### src/shared/cfgcp_pkg.sv
// Shared constants and types for the configuration control port
package cfgcp_pkg;
  localparam int FUNC_W   = 3;
  localparam int STAT_W   = 16;
  localparam int DSN_W    = 64;
  localparam int BUS_W    = 8;
  localparam int RID_W    = 16;
  localparam int CADDR_W  = 12;
  localparam int NFUNC    = 8;
  // Function select encoding
  localparam logic [FUNC_W-1:0] PF_LAST = 3'h1;
  // Byte addresses in configuration space; status in every function, DSN in function 0 only
  localparam logic [CADDR_W-1:0] DSN_CAP_BASE = 12'h100;
  localparam logic [CADDR_W-1:0] DSN_LO_OFS   = 12'h004;
  localparam logic [CADDR_W-1:0] DSN_HI_OFS   = 12'h008;
  localparam logic [CADDR_W-1:0] STAT_ADDR    = 12'h0C0;
  // Requester ID parts not driven by this port
  localparam logic [BUS_W-1:0] RID_DEVFN = 8'h00;
  localparam logic [BUS_W-1:0] UP_BUS_ID = 8'h00;
  // Completion status codes
  localparam logic [2:0] CPL_SC  = 3'h0;
  localparam logic [2:0] CPL_CRS = 3'h2;
  // APB register offsets
  localparam logic [7:0] REG_CTRL   = 8'h00;
  localparam logic [7:0] REG_CMD    = 8'h04;
  localparam logic [7:0] REG_DSN_LO = 8'h08;
  localparam logic [7:0] REG_DSN_HI = 8'h0C;
  localparam logic [7:0] REG_STS    = 8'h10;
  localparam logic [7:0] REG_MASK   = 8'h14;
  localparam logic [7:0] REG_RDOUT  = 8'h18;
  localparam logic [7:0] REG_LIVE   = 8'h1C;
  // CTRL fields
  localparam int CTRL_HOTRST = 0;
  localparam int CTRL_ACCEPT = 1;
  localparam int CTRL_FUNC   = 8;
  localparam int CTRL_BUS    = 16;
  localparam logic [31:0] CTRL_RST = 32'h0000_0000;
  // CMD fields
  localparam int CMD_READ    = 0;
  localparam int CMD_REFRESH = 1;
  // STS and MASK fields
  localparam int STS_DONE   = 0;
  localparam int STS_HOTRST = 1;
  localparam int STS_W      = 2;
  localparam logic [STS_W-1:0] MASK_RST = 2'h0;
  typedef enum logic [1:0] {
    RD_IDLE  = 2'b00,
    RD_FETCH = 2'b01,
    RD_DONE  = 2'b10,
    RD_WAIT  = 2'b11
  } cfgcp_rd_t;
  typedef enum logic {
    HR_IDLE = 1'b0,
    HR_BUSY = 1'b1
  } cfgcp_hrd_t;
endpackage

### src/shared/cfgcp_if.sv
// Interface joining the core end and the user end of the port
`timescale 1ns/10ps
interface cfgcp_if;
  import cfgcp_pkg::*;
  logic              hot_reset_req;
  logic              hot_reset_ind;
  logic              cfg_space_accept;
  logic [FUNC_W-1:0] func_sel;
  logic              readout_req;
  logic              readout_done;
  logic [STAT_W-1:0] per_func_status;
  logic              per_func_vf;
  logic [DSN_W-1:0]  serial_number;
  logic              input_refresh;
  logic [BUS_W-1:0]  downstream_bus_id;
  modport core (
    input  hot_reset_req, cfg_space_accept, func_sel, readout_req,
    input  serial_number, input_refresh, downstream_bus_id,
    output hot_reset_ind, readout_done, per_func_status, per_func_vf
  );
  modport user (
    output hot_reset_req, cfg_space_accept, func_sel, readout_req,
    output serial_number, input_refresh, downstream_bus_id,
    input  hot_reset_ind, readout_done, per_func_status, per_func_vf
  );
endinterface

### src/logic/cfgcp_core_end.sv
// Core end of the configuration control port
// Contract
// - Root port: hot reset request drives LTSSM
// - Endpoint: hot reset indication reports entry
// - Endpoint, accept low: answer with CRS
// - User holds accept low during reload
// - User may tie accept high
// - Root port ignores accept input
// - Readout done pulses exactly one cycle
// - Select 0-1 are PFs, 2-7 VFs
// - Select plus request yields function values
// - Serial number halves land at 0x4, 0x8
// - User pulses refresh after serial stable
// - Downstream bus id used in internal RIDs; code uses it in root port mode only, endpoint uses UP_BUS_ID
//
// Chosen here: the APB slave port and the address map.
`timescale 1ns/10ps
module cfgcp_core_end
  import cfgcp_pkg::*;
(
  input  wire logic               CLK_I,
  input  wire logic               RSTN_I,
  input  wire logic               ROOT_PORT_MODE_I,
  input  wire logic               LINK_HOT_RESET_I,
  input  wire logic               CFG_REQ_VALID_I,
  input  wire logic               CFG_REQ_WRITE_I,
  input  wire logic [FUNC_W-1:0]  CFG_REQ_FUNC_I,
  input  wire logic [CADDR_W-1:0] CFG_REQ_ADDR_I,
  input  wire logic [31:0]        CFG_REQ_DATA_I,
  output logic                    CFG_CPL_VALID_O,
  output logic [2:0]              CFG_CPL_STATUS_O,
  output logic [31:0]             CFG_CPL_DATA_O,
  output logic                    LTSSM_HOT_RESET_O,
  input  wire logic               INT_TLP_REQ_I,
  output logic                    INT_TLP_VALID_O,
  output logic [RID_W-1:0]        INT_TLP_RID_O,
  cfgcp_if.core                   CTL
);

  // Hot reset group
  logic ltssm_hot;
  logic next_ltssm_hot;
  logic hot_ind;
  logic next_hot_ind;

  always_comb begin
    next_ltssm_hot = ROOT_PORT_MODE_I & CTL.hot_reset_req;
    next_hot_ind   = ~ROOT_PORT_MODE_I & LINK_HOT_RESET_I;
  end

  always_ff @(posedge CLK_I or negedge RSTN_I) begin
    if (!RSTN_I) begin
      ltssm_hot <= 1'b0;
      hot_ind   <= 1'b0;
    end else begin
      ltssm_hot <= next_ltssm_hot;
      hot_ind   <= next_hot_ind;
    end
  end

  assign LTSSM_HOT_RESET_O = ltssm_hot;
  assign CTL.hot_reset_ind = hot_ind;

  // Serial number capture; only taken on refresh so a moving bus
  // never tears the two halves apart
  logic [31:0] dsn_lo;
  logic [31:0] dsn_hi;
  logic [31:0] next_dsn_lo;
  logic [31:0] next_dsn_hi;

  always_comb begin
    next_dsn_lo = dsn_lo;
    next_dsn_hi = dsn_hi;
    if (CTL.input_refresh) begin
      next_dsn_lo = CTL.serial_number[31:0];
      next_dsn_hi = CTL.serial_number[63:32];
    end
  end

  always_ff @(posedge CLK_I or negedge RSTN_I) begin
    if (!RSTN_I) begin
      dsn_lo <= 32'h0000_0000;
      dsn_hi <= 32'h0000_0000;
    end else begin
      dsn_lo <= next_dsn_lo;
      dsn_hi <= next_dsn_hi;
    end
  end

  // Per-function status store and configuration completions
  logic [STAT_W-1:0] stat_mem [NFUNC];
  logic [STAT_W-1:0] next_stat_mem [NFUNC];
  logic              cpl_valid;
  logic              next_cpl_valid;
  logic [2:0]        cpl_status;
  logic [2:0]        next_cpl_status;
  logic [31:0]       cpl_data;
  logic [31:0]       next_cpl_data;
  logic              retry;

  // Root port never retries whatever accept says
  assign retry = ~ROOT_PORT_MODE_I & ~CTL.cfg_space_accept;

  always_comb begin
    next_stat_mem   = stat_mem;
    next_cpl_valid  = CFG_REQ_VALID_I;
    next_cpl_status = CPL_SC;
    next_cpl_data   = 32'h0000_0000;
    if (CFG_REQ_VALID_I) begin
      if (retry) begin
        next_cpl_status = CPL_CRS;
      end else if (CFG_REQ_WRITE_I) begin
        if (CFG_REQ_ADDR_I == STAT_ADDR) begin
          next_stat_mem[CFG_REQ_FUNC_I] = CFG_REQ_DATA_I[STAT_W-1:0];
        end
      end else if (CFG_REQ_ADDR_I == STAT_ADDR) begin
        next_cpl_data = {16'h0000, stat_mem[CFG_REQ_FUNC_I]};
      end else if (CFG_REQ_FUNC_I == 3'h0) begin
        if (CFG_REQ_ADDR_I == DSN_CAP_BASE + DSN_LO_OFS) begin
          next_cpl_data = dsn_lo;
        end else if (CFG_REQ_ADDR_I == DSN_CAP_BASE + DSN_HI_OFS) begin
          next_cpl_data = dsn_hi;
        end
      end
    end
  end

  always_ff @(posedge CLK_I or negedge RSTN_I) begin
    if (!RSTN_I) begin
      for (int i = 0; i < NFUNC; i++) begin
        stat_mem[i] <= 16'h0000;
      end
      cpl_valid  <= 1'b0;
      cpl_status <= 3'h0;
      cpl_data   <= 32'h0000_0000;
    end else begin
      stat_mem   <= next_stat_mem;
      cpl_valid  <= next_cpl_valid;
      cpl_status <= next_cpl_status;
      cpl_data   <= next_cpl_data;
    end
  end

  assign CFG_CPL_VALID_O  = cpl_valid;
  assign CFG_CPL_STATUS_O = cpl_status;
  assign CFG_CPL_DATA_O   = cpl_data;

  // Per-function readout
  cfgcp_rd_t         rd_state;
  cfgcp_rd_t         next_rd_state;
  logic [FUNC_W-1:0] rd_func;
  logic [FUNC_W-1:0] next_rd_func;
  logic [STAT_W-1:0] pf_out;
  logic [STAT_W-1:0] next_pf_out;
  logic              pf_vf;
  logic              next_pf_vf;

  always_comb begin
    next_rd_state = rd_state;
    next_rd_func  = rd_func;
    next_pf_out   = pf_out;
    next_pf_vf    = pf_vf;
    case (rd_state)
      RD_IDLE: begin
        if (CTL.readout_req) begin
          next_rd_func  = CTL.func_sel;
          next_rd_state = RD_FETCH;
        end
      end
      RD_FETCH: begin
        next_pf_out   = stat_mem[rd_func];
        next_pf_vf    = rd_func > PF_LAST;
        next_rd_state = RD_DONE;
      end
      RD_DONE: begin
        next_rd_state = RD_WAIT;
      end
      RD_WAIT: begin
        // A request still held would otherwise restart at once
        if (!CTL.readout_req) begin
          next_rd_state = RD_IDLE;
        end
      end
      default: begin
        next_rd_state = RD_IDLE;
      end
    endcase
  end

  always_ff @(posedge CLK_I or negedge RSTN_I) begin
    if (!RSTN_I) begin
      rd_state <= RD_IDLE;
      rd_func  <= 3'h0;
      pf_out   <= 16'h0000;
      pf_vf    <= 1'b0;
    end else begin
      rd_state <= next_rd_state;
      rd_func  <= next_rd_func;
      pf_out   <= next_pf_out;
      pf_vf    <= next_pf_vf;
    end
  end

  assign CTL.readout_done    = rd_state == RD_DONE;
  assign CTL.per_func_status = pf_out;
  assign CTL.per_func_vf     = pf_vf;

  // Requester ID for internally generated TLPs
  logic             tlp_valid;
  logic             next_tlp_valid;
  logic [RID_W-1:0] tlp_rid;
  logic [RID_W-1:0] next_tlp_rid;

  always_comb begin
    next_tlp_valid = INT_TLP_REQ_I;
    next_tlp_rid   = tlp_rid;
    if (INT_TLP_REQ_I) begin
      if (ROOT_PORT_MODE_I) begin
        next_tlp_rid = {CTL.downstream_bus_id, RID_DEVFN};
      end else begin
        next_tlp_rid = {UP_BUS_ID, RID_DEVFN};
      end
    end
  end

  always_ff @(posedge CLK_I or negedge RSTN_I) begin
    if (!RSTN_I) begin
      tlp_valid <= 1'b0;
      tlp_rid   <= 16'h0000;
    end else begin
      tlp_valid <= next_tlp_valid;
      tlp_rid   <= next_tlp_rid;
    end
  end

  assign INT_TLP_VALID_O = tlp_valid;
  assign INT_TLP_RID_O   = tlp_rid;

endmodule

### src/flat_wrapper.sv
// flat-port wrapper written by rule: the top's interface ports become plain ports
module cfgcp_core_end_flat import cfgcp_pkg::*;
  (CLK_I, RSTN_I, ROOT_PORT_MODE_I, LINK_HOT_RESET_I, CFG_REQ_VALID_I, CFG_REQ_WRITE_I, CFG_REQ_FUNC_I, CFG_REQ_ADDR_I, CFG_REQ_DATA_I, CFG_CPL_VALID_O, CFG_CPL_STATUS_O, CFG_CPL_DATA_O, LTSSM_HOT_RESET_O, INT_TLP_REQ_I, INT_TLP_VALID_O, INT_TLP_RID_O, CTL_hot_reset_req, CTL_cfg_space_accept, CTL_func_sel, CTL_readout_req, CTL_serial_number, CTL_input_refresh, CTL_downstream_bus_id, CTL_hot_reset_ind, CTL_readout_done, CTL_per_func_status, CTL_per_func_vf);
  cfgcp_if CTL_i ();
  input  wire logic CLK_I;
  input  wire logic RSTN_I;
  input  wire logic ROOT_PORT_MODE_I;
  input  wire logic LINK_HOT_RESET_I;
  input  wire logic CFG_REQ_VALID_I;
  input  wire logic CFG_REQ_WRITE_I;
  input  wire logic [FUNC_W-1:0] CFG_REQ_FUNC_I;
  input  wire logic [CADDR_W-1:0] CFG_REQ_ADDR_I;
  input  wire logic [31:0] CFG_REQ_DATA_I;
  output logic CFG_CPL_VALID_O;
  output logic [2:0] CFG_CPL_STATUS_O;
  output logic [31:0] CFG_CPL_DATA_O;
  output logic LTSSM_HOT_RESET_O;
  input  wire logic INT_TLP_REQ_I;
  output logic INT_TLP_VALID_O;
  output logic [RID_W-1:0] INT_TLP_RID_O;
  input wire logic [$bits(CTL_i.hot_reset_req)-1:0] CTL_hot_reset_req;
  input wire logic [$bits(CTL_i.cfg_space_accept)-1:0] CTL_cfg_space_accept;
  input wire logic [$bits(CTL_i.func_sel)-1:0] CTL_func_sel;
  input wire logic [$bits(CTL_i.readout_req)-1:0] CTL_readout_req;
  input wire logic [$bits(CTL_i.serial_number)-1:0] CTL_serial_number;
  input wire logic [$bits(CTL_i.input_refresh)-1:0] CTL_input_refresh;
  input wire logic [$bits(CTL_i.downstream_bus_id)-1:0] CTL_downstream_bus_id;
  output wire logic [$bits(CTL_i.hot_reset_ind)-1:0] CTL_hot_reset_ind;
  output wire logic [$bits(CTL_i.readout_done)-1:0] CTL_readout_done;
  output wire logic [$bits(CTL_i.per_func_status)-1:0] CTL_per_func_status;
  output wire logic [$bits(CTL_i.per_func_vf)-1:0] CTL_per_func_vf;
  assign CTL_i.hot_reset_req = CTL_hot_reset_req;
  assign CTL_i.cfg_space_accept = CTL_cfg_space_accept;
  assign CTL_i.func_sel = CTL_func_sel;
  assign CTL_i.readout_req = CTL_readout_req;
  assign CTL_i.serial_number = CTL_serial_number;
  assign CTL_i.input_refresh = CTL_input_refresh;
  assign CTL_i.downstream_bus_id = CTL_downstream_bus_id;
  assign CTL_hot_reset_ind = CTL_i.hot_reset_ind;
  assign CTL_readout_done = CTL_i.readout_done;
  assign CTL_per_func_status = CTL_i.per_func_status;
  assign CTL_per_func_vf = CTL_i.per_func_vf;
  cfgcp_core_end u_core (.CLK_I(CLK_I), .RSTN_I(RSTN_I), .ROOT_PORT_MODE_I(ROOT_PORT_MODE_I), .LINK_HOT_RESET_I(LINK_HOT_RESET_I), .CFG_REQ_VALID_I(CFG_REQ_VALID_I), .CFG_REQ_WRITE_I(CFG_REQ_WRITE_I), .CFG_REQ_FUNC_I(CFG_REQ_FUNC_I), .CFG_REQ_ADDR_I(CFG_REQ_ADDR_I), .CFG_REQ_DATA_I(CFG_REQ_DATA_I), .CFG_CPL_VALID_O(CFG_CPL_VALID_O), .CFG_CPL_STATUS_O(CFG_CPL_STATUS_O), .CFG_CPL_DATA_O(CFG_CPL_DATA_O), .LTSSM_HOT_RESET_O(LTSSM_HOT_RESET_O), .INT_TLP_REQ_I(INT_TLP_REQ_I), .INT_TLP_VALID_O(INT_TLP_VALID_O), .INT_TLP_RID_O(INT_TLP_RID_O), .CTL(CTL_i));
endmodule
### config.mk
export PLATFORM = sky130hd
export DESIGN_NAME = cfgcp_core_end_flat
export DESIGN_NICKNAME = d
export VERILOG_FILES = /design/src/shared/cfgcp_pkg.sv /design/src/shared/cfgcp_if.sv /design/src/logic/cfgcp_core_end.sv /design/src/flat_wrapper.sv
export SDC_FILE = /design/constraint.sdc
export NUM_CORES = 1
export LEC_CHECK = 0
export ABC_AREA = 1
export BUFFER_PORTS_ARGS = -buffer_cell sky130_fd_sc_hd__buf_2
export CAP_MARGIN = 20
export CORE_UTILIZATION = 45
export CTS_CLUSTER_DIAMETER = 60
export DETAILED_ROUTE_END_ITERATION = 8
export GPL_ROUTABILITY_DRIVEN = 0
export PLACE_DENSITY = 0.64
export SETUP_SLACK_MARGIN = 0.2
export SLEW_MARGIN = 20
export SYNTH_ARGS = -nofsm -noshare
export SYNTH_HDL_FRONTEND = slang
export SYNTH_SLANG_ARGS = --single-unit
### constraint.sdc
create_clock -name CLK_I -period 2.3 [get_ports CLK_I]
set_clock_uncertainty 0.05 [all_clocks]
set_input_delay 0.23 -clock CLK_I [delete_from_list [all_inputs] [get_ports CLK_I]]
set_output_delay 0.23 -clock CLK_I [all_outputs]
set_load 0.02 [all_outputs]
# Word-level counts from Yosys, hierarchy flattened
# Cells that the tools add are included.
[op_classes]
n_addsub = 0
multipliers = 0
div = 0
magnitude_cmp = 4
eq_ne = 8
shift = 0
n_mux = 22
bitwise = 8
reduce_logical = 6
[op_table]
columns = ["op", "n"]
rows = [
  ["32-bit two-way mux", 7],
  ["128-bit bitwise mux", 1],
  ["16-bit binary-select mux with 3-bit select", 2],
  ["16-bit two-way mux", 6],
  ["16-bit demux with 3-bit select", 1],
  ["12-bit by 9-bit == test with 1-bit output (second input constant)", 2],
  ["12-bit by 8-bit == test with 1-bit output (second input constant)", 1],
  ["4-bit greater-or-equal comparator (second input constant)", 2],
  ["2-bit two-way mux", 4],
  ["3-bit NOT with 4-bit output", 2],
  ["2-bit case mux with 4 select lines", 1],
  ["2-bit == test (second input constant)", 2],
  ["4-bit by 1-bit less-than comparator with 1-bit output (second input constant)", 1],
  ["2-bit != test (second input constant)", 2],
  ["2-bit AND reduction", 2],
  ["4-bit AND reduction", 1],
  ["1-bit bitwise AND", 3],
  ["3-bit by 1-bit > comparator with 1-bit output (second input constant)", 1],
  ["3-bit logical NOT", 1],
  ["1-bit NOT", 3],
  ["2-bit by 1-bit == test with 1-bit output (second input constant)", 1],
  ["2-bit logical NOT", 1],
  ["1-bit logical AND", 1],
]
[word_totals]
reg_bits = 269
latchBits = 0
ramBits = 0
romBits = 0
input_bits = 133
out_inout_bits = 73
word_cells = 69
mem_count = 0

# Logic depth before layout (Yosys ltp)
# Gate-level depths: netlist of the first run.
[logic_depth]
word_depth = 8
depth_mapped = 12
ltp_nobuf = 10

# Least setup slack after synthesis of the first run
# OpenSTA, ideal clock, no wires.
[synth_timing]
path_kind = "in2reg"
start = "in CFG_REQ_ADDR_I[5]"
end = "reg u_core.stat_mem[33] (netlist bit)"
setup_ps = 123
arrival_ps = 1377
required_ps = 2127
path_slack_ps = 750
stages = 8
path_buffers = 2
path_cell_list = "nor2_1 > nand2_1 > nor3_4 > buf_6 > nand3_4 > buf_6 > nand2_2 > o21ai_2"
[synth_via]
elab_chain_cells = 2
[synth_rtl]
columns = ["element", "line_no", "source"]
rows = [
  ["start: declaration", "flat_wrapper.sv:12", "input wire logic [CADDR_W-1:0] CFG_REQ_ADDR_I;"],
  ["12-bit by 8-bit == test with 1-bit output", "cfgcp_core_end.sv:113", "if (CFG_REQ_ADDR_I == STAT_ADDR) begin"],
  ["4-bit AND reduction (no source line)", "n/a", ""],
  ["end signal: assignment", "cfgcp_core_end.sv:137", "stat_mem <= next_stat_mem;"],
  ["end: declaration", "cfgcp_core_end.sv:91", "logic [STAT_W-1:0] stat_mem [NFUNC];"],
]
# No other way between the ends.
# A chain may end at the register's enable or synchronous reset.

# Worst setup path in the final report of the first run
[layout_timing]
start = "in CTL_cfg_space_accept"
end = "reg u_core.stat_mem[54] (netlist bit)"
[layout_via]
elab_chain_cells = 4
[layout_rtl]
columns = ["element", "line_no", "source"]
rows = [
  ["start: declaration", "flat_wrapper.sv:22", "input wire logic [$bits(CTL_i.cfg_space_accept)-1:0] CTL_cfg_space_accept;"],
  ["1-bit NOT", "cfgcp_core_end.sv:102", "assign retry = ~ROOT_PORT_MODE_I & ~CTL.cfg_space_accept;"],
  ["1-bit bitwise AND", "cfgcp_core_end.sv:102", ""],
  ["1-bit NOT (no source line)", "n/a", ""],
  ["4-bit AND reduction (no source line)", "n/a", ""],
]
# No other way between the ends.

==> results.cfg, run 1 <==
[route]
drt_iter0_drc = 969
wl_um = 36500
firstDrtPassIters = 5
vias = 11400
via_per_inst = 5.11
ant_nets = 0
drc = 0
post_drt_wl_per_cell_um = 16.3

[synth]
ys_ff_latch = 259
synthSimpleGateAreaFrac = 0.230
synth_cell_type_count = 32
synthDominantCellAreaShare = 0.505
synth_edf_count = 0
avgSynthCellArea_um2 = 8.20
synth.area.mux_share = 0.0517
synth_top_family_by_area = simple AND/OR/NAND/NOR gates
synth_flop_cell = dfrtp_1
yosysTopAreaCell = dfrtp_1
synthArstFlopShare = 1.00
yosysWarnings = 0
synth_cells = 1567
synth_compound_area_frac = 0.133
synth_area_um2 = 12800
synth-xor-area-share = 0
synth_adder_area_share = 0.00487
yosysSeqAreaShare = 0.505
yosys-top-cells-area = dfrtp_1, nand2_1, o21ai_0

[power]
irDropWorstVdd_mv = 0.658
p_leak_nw = 7.86
pwr_density_cell_nw_per_um2 = 790
power_mw = 12.9

[layout]
regArea_um2 = 6480
fill_cells = 2511
syn2layout_area_growth_pct = 26.7
fin_area_um2 = 16300
layout.cells.non_filler = 2236
multi_input_area_um2 = 5440
utilization = 0.583
drive_gt1_frac = 0.218
fin_nets = 1973

[place]
dpl_cell_area_um2 = 14200
portBuffers = 179
hpwl_um = 23200
post-place-ws_ns = 0.181
place_inst = 2077

[floorplan]
initial_utilization = 0.460
coreArea_um2 = 27900
fp.dieW_um = 171
ios = 206
die_h_um = 171
row_count = 61
die-area_um2 = 29200

[min_path]
hold_class = in -> reg
whs_path_depth = 3
hold_start = CFG_REQ_DATA_I[8]

[sta]
setup_tns_ns = 0
fin_crit_sh = 0.877
period_needed_ns = 2.02
slew_headroom = 0.614
tightest_slew_ns = 0.579
rsz0062_at_grt = true
setup_slack_ns = 0.283
hold_ws_ns = 0.0125
fmax_mhz = 496
final_max_slew_viol_count = 0
report.final.setup_viol = 0
hold_violations = 0

[run_status]
outcome = finished, final reports clean

[global_routing]
grt_pass1_vias = 11100
grt_pass1_wl_um = 58600
grt_use_total = 0.256
grt_max_degree = 78
overflow = 0
antenna_found_initial = 1

[clock_tree]
htreeDepth = 1
cts_tree = yes
clkLatencyLatePin_ns = 0.56
cts_buffers = 29
cts_max_path_buffers = 3
clock-sinks = 259
path_clk_slew_ns = 0.06
clock-root-buffer = clkbuf_16

[worst_setup_path]
crit_chain = dlygate4sd3_1, buf_2, o21ai_1, nor2_2, nand3_2, buf_12, nand2_1, o21ai_0
r2r_start = u_core.rd_func[2]
critPathLaunch = CTL_cfg_space_accept
reg2reg_depth = 6
start_kind = primary input
crit_path_top_delay_cell = dlygate4sd3_1
critPathKind = in -> reg
required_ns = 2.68
cp_data_arrival_time_ns = 2.39
cp_max_fo = 18
end_kind = register
critPathMaxStageDelay_ns = 0.54

[flow_run]
drv_cap = 0
-- synth_stat cells (7+ instances only) --
master and number:
nand4_1 8, nand3_2 7, nand2_1 507, buf_6 7, buf_2 28, nor2_1 79
nand3_1 73, o21ai_1 20, o21ai_2 32, clkbuf_1 51, o211ai_1 13, buf_1 8
mux2_2 59, nor3_1 9, buf_4 10, nand2_2 19, inv_1 116, o21ai_0 169
dfrtp_1 259, a21oi_1 66
-- flip-flops by register name, indices dropped and copies added, names as in the netlist --
register / cells
u_core.stat_mem: 128
u_core.CFG_CPL_DATA_O: 32
u_core.dsn_hi: 32
u_core.dsn_lo: 32
u_core.CTL.per_func_status: 16
u_core.INT_TLP_RID_O: 8
u_core.rd_func: 3
u_core.rd_state: 2
u_core.CFG_CPL_STATUS_O: 1
u_core.CFG_CPL_VALID_O: 1
u_core.CTL.hot_reset_ind: 1
u_core.CTL.per_func_vf: 1
u_core.INT_TLP_VALID_O: 1
u_core.LTSSM_HOT_RESET_O: 1
-- final timing paths --
path	endpoint	slack, ns
max	u_core.stat_mem[54]	0.28
min	u_core.stat_mem[24]	0.01
max reg2reg	u_core.CTL.per_func_status[8]	0.43
min reg2reg	u_core.CTL.per_func_status[14]	0.42
max in group asynchronous	u_core.dsn_lo[28]	1.36
min in group asynchronous	u_core.stat_mem[40]	0.11
-- critical path: cells and delay by family --
family,cells,cell delay (ns)
compound gates,2,0.25
buf+inv,3,0.99
simple gates,3,0.91
-- layout by cell type (no fill, tap or decap), types with 32 or more instances in the layout --
cell | synthesis | layout
nand2_1 | 507 | 507
dfrtp_1 | 259 | 258
buf_2 | 28 | 178
o21ai_0 | 169 | 169
inv_1 | 116 | 116
dlygate4sd3_1 | 0 | 105
nor2_1 | 79 | 79
nand3_1 | 73 | 73
a21oi_1 | 66 | 66
mux2_2 | 59 | 59
buf_4 | 10 | 40
o21ai_2 | 32 | 32
-- where the power goes --
group	total, mW	switching [mW]	internal (mW)
logic	3.00	1.92	1.08
clock network	4.81	1.93	2.88
registers	5.05	0.193	4.86
-- timing repair --
item / 4_1_cts / 5_1_grt
endpoints found under the setup margin: 0 / 16
hold endpoints to repair: 348 / 0
hold buffers: 105 / 0
gates resized for setup: 0 / 1
setup buffers: 0 / 0
-- layer usage --
| metal | global-route usage | wire, um |
|---|---|---|
| met1 | 0.339 | 15600 |
| met2 | 0.433 | 17800 |
| met3 | 0.0331 | 2040 |
| met4 | 0.0901 | 991 |
| met5 | 0 | 0 |
-- cell type report --
class / count / share of cell area
sequential: 259 / 0.398
multi-input combinational: 1092 / 0.334
inverter: 121 / 0.0279
clock inverter: 10 / 0.00807
tap: 378 / 0.0291
timing repair buffer: 332 / 0.149
clock buffer: 43 / 0.0540
antenna: 1 / 0.000154
-- logic make-up (layout without fill, tap and decap cells) --
family	after synthesis	count (layout)
other	1	11
AOI/OAI and AO/OA	307	307
and+or+nand+nor	711	711
adders and majority gates	5	5
DFF	259	259
muxes	59	59
buffers and inverters	225	506
Power figures use the tool's default switching activity.
==> inputs of run 2 (changes only) <==
--- a/config.mk
+++ b/config.mk
@@ -5,7 +5,6 @@
 export SDC_FILE = /design/constraint.sdc
 export NUM_CORES = 1
 export LEC_CHECK = 0
-export ABC_AREA = 1
 export BUFFER_PORTS_ARGS = -buffer_cell sky130_fd_sc_hd__buf_2
 export CAP_MARGIN = 20
 export CORE_UTILIZATION = 45
@@ -14,7 +13,7 @@
 export GPL_ROUTABILITY_DRIVEN = 0
 export PLACE_DENSITY = 0.64
 export SETUP_SLACK_MARGIN = 0.2
-export SLEW_MARGIN = 20
+export SLEW_MARGIN = 25
 export SYNTH_ARGS = -nofsm -noshare
 export SYNTH_HDL_FRONTEND = slang
 export SYNTH_SLANG_ARGS = --single-unit
==> run 2 against run 1 <==
Effect of this change:
- final cell count down 35%
- critical path type is now reg -> reg
- largest power group unchanged
- power down 6.6%
- global-route usage down 3.5 points
- register-to-register slack better by 0.05 ns
- area after synthesis down 8.1%
- critical endpoint is now u_core.CTL.per_func_status[15]
==> results.cfg, run 2 <==
[synth]
synth_area_um2 = 11800
avgSynthCellArea_um2 = 14.6
yosysSeqAreaShare = 0.549
synth_cell_type_count = 35
synth_cells = 807
synth_common_cells = dfrtp_1, mux2_2, mux4_2
ys_ff_latch = 259
yosysTopAreaCell = dfrtp_1
synth_most_common_cell = dfrtp_1
synth_flop_cell = dfrtp_1
synthDominantCellAreaShare = 0.549
synth_edf_count = 0
synthArstFlopShare = 1.00
yosysWarnings = 0
yosys-top-cells-area = dfrtp_1, mux2_2, mux4_2

[sta]
rsz0062_at_grt = false
hold_violations = 0
period_needed_ns = 1.82
slew_headroom = 0.565
setup_tns_ns = 0
tightest_slew_ns = 0.650
final_max_slew_viol_count = 0
fmax_mhz = 550
fin_crit_sh = 0.791
report.final.setup_viol = 0

[route]
drc = 0
vias = 7830
drt_iter0_drc = 477
wl_um = 29100
via_per_inst = 5.41
firstDrtPassIters = 4
ant_nets = 0
post_drt_wl_per_cell_um = 20.1

[power]
irDropWorstVdd_mv = 0.933
p_leak_nw = 7.35
pwr_density_cell_nw_per_um2 = 785

[global_routing]
grt_use_total = 0.222
grt_pass1_wl_um = 45500
grt_pass1_vias = 8252
overflow = 0
grt_max_degree = 65
antenna_found_initial = 2

[place]
place_inst = 1291
dpl_cell_area_um2 = 13300
portBuffers = 179
hpwl_um = 17700

[worst_setup_path]
cp_max_fo = 20
critPathMaxStageDelay_ns = 0.53
crit_chain = buf_12, mux4_2, mux2i_1, a21oi_1
required_ns = 2.65
cp_data_arrival_time_ns = 2.17
crit_path_top_delay_cell = mux4_2
end_kind = register
start_kind = register
critPathKind = reg -> reg

[layout]
drive_gt1_frac = 0.473
layout.cells.non_filler = 1446
fin_nets = 1231
syn2layout_area_growth_pct = 29.6
multi_input_area_um2 = 5050
fill_cells = 1994
utilization = 0.601
final_cell_mix = dfrtp_1, mux2_2, buf_2
layout.cells.most_common = dfrtp_1
regMostFlops = u_core.stat_mem
largest_register_ffs = 128
regArea_um2 = 6480
fin_area_um2 = 15300

[clock_tree]
cts_tree = yes
path_clk_slew_ns = 0.06
clock-sinks = 259
clock-root-buffer = clkbuf_16
cts_buffers = 29
htreeDepth = 1
clkLatencyLatePin_ns = 0.54
cts_max_path_buffers = 3
cts-resized-gates = 0

[floorplan]
fp.dieW_um = 164
die-area_um2 = 26900
die_h_um = 164
row_count = 58
coreArea_um2 = 25500
ios = 206
initial_utilization = 0.464

[flow_run]
drv_cap = 0

[min_path]
hold_class = in -> reg

[run_status]
outcome = finished, final reports clean
[run 2: changes by cell type after synthesis, moves of 31 or more]
cell,change
o21ai_0,-157
nand3_1,-65
mux4_2,+58
mux2_2,+140
o21ai_2,-32
a22oi_1,+31
inv_1,-105
a21oi_1,-46
nand2_1,-500
nor2_1,-40
mux2i_1,+33
[run 2: final cells by class]
cell class,count,area share
Timing Repair Buffer,313,0.155
Clock buffer,42,0.0545
Tap cell,330,0.0270
Sequential cell,259,0.424
Multi-Input combinational cell,479,0.330
Inverter,11,0.00270
Antenna cell,2,0.000327
Clock inverter,10,0.00670
[run 2: critical path, delay by kind of cell, from the launching register on]
family | cells | cell delay [ns]
AO/OA/AOI/OAI | 1 | 0.12
flip-flops | 1 | 0.46
multiplexers | 2 | 0.82
buffers and inverters | 1 | 0.24
[run 2: metal layers]
layer | GRT usage | share of wire | vias to the layer above
li1 | - | - | 3576
met1 | 0.308 | 0.45 | 4008
met2 | 0.364 | 0.48 | 204
met3 | 0.0303 | 0.045 | 42
met4 | 0.0640 | 0.023 | 0
met5 | 0 | 0 | -
[run 2: path summary, 6_finish.rpt]
check	from	endpoint	slack, ns	depth (start not counted)
min in group asynchronous	RSTN_I	u_core.CFG_CPL_DATA_O[29]	0.16	2
worst max register to register	u_core.rd_func[0]	u_core.CTL.per_func_status[15]	0.48	4
worst min register to register	u_core.dsn_hi[28]	u_core.dsn_hi[28]	0.46	1
worst min-delay path	ROOT_PORT_MODE_I	u_core.INT_TLP_RID_O[15]	0.02	3
max in group asynchronous	RSTN_I	u_core.CTL.per_func_status[14]	1.35	3
worst max-delay path	u_core.rd_func[0]	u_core.CTL.per_func_status[15]	0.48	4
[run 2: stage by stage]
stage / power (mW) / hold slack, ns / setup WS, ns
6_report: 12.0 / 0.0209 / 0.481
5_1_grt: 12.6 / 0.0162 / 0.385
4_1_cts: 12.1 / 0.00157 / 0.452
3_5_place_dp: 7.44 / 0.122 / 0.145
3_3_place_gp: 7.41 / 0.126 / 0.162
2_1_floorplan: 6.58 / -0.116 / 0.0808
[run 2: cell families (layout without fill, tap and decap cells)]
logic type / Yosys count / after routing / synth area share
AOI/OAI and AO/OA: 88 / 88 / 0.0486
adders and majority gates: 5 / 5 / 0.00530
buffers and inverters: 78 / 376 / 0.0280
DFF: 259 / 259 / 0.549
muxes: 290 / 290 / 0.328
other: 1 / 12 / 0.000318
and+or+nand+nor: 86 / 86 / 0.0404
[run 2: power breakdown]
part	switching (mW)	leakage [nW]	total, mW	internal (mW)
Clock	1.81	0.465	4.53	2.72
Combinational	1.36	3.48	2.38	1.03
Sequential	0.202	3.41	5.10	4.89
[run 2: what timing repair did]
action                    in CTS  in global routing
hold buffers                 101                  0
setup buffers                  0                  0
hold endpoints to repair     435                  0
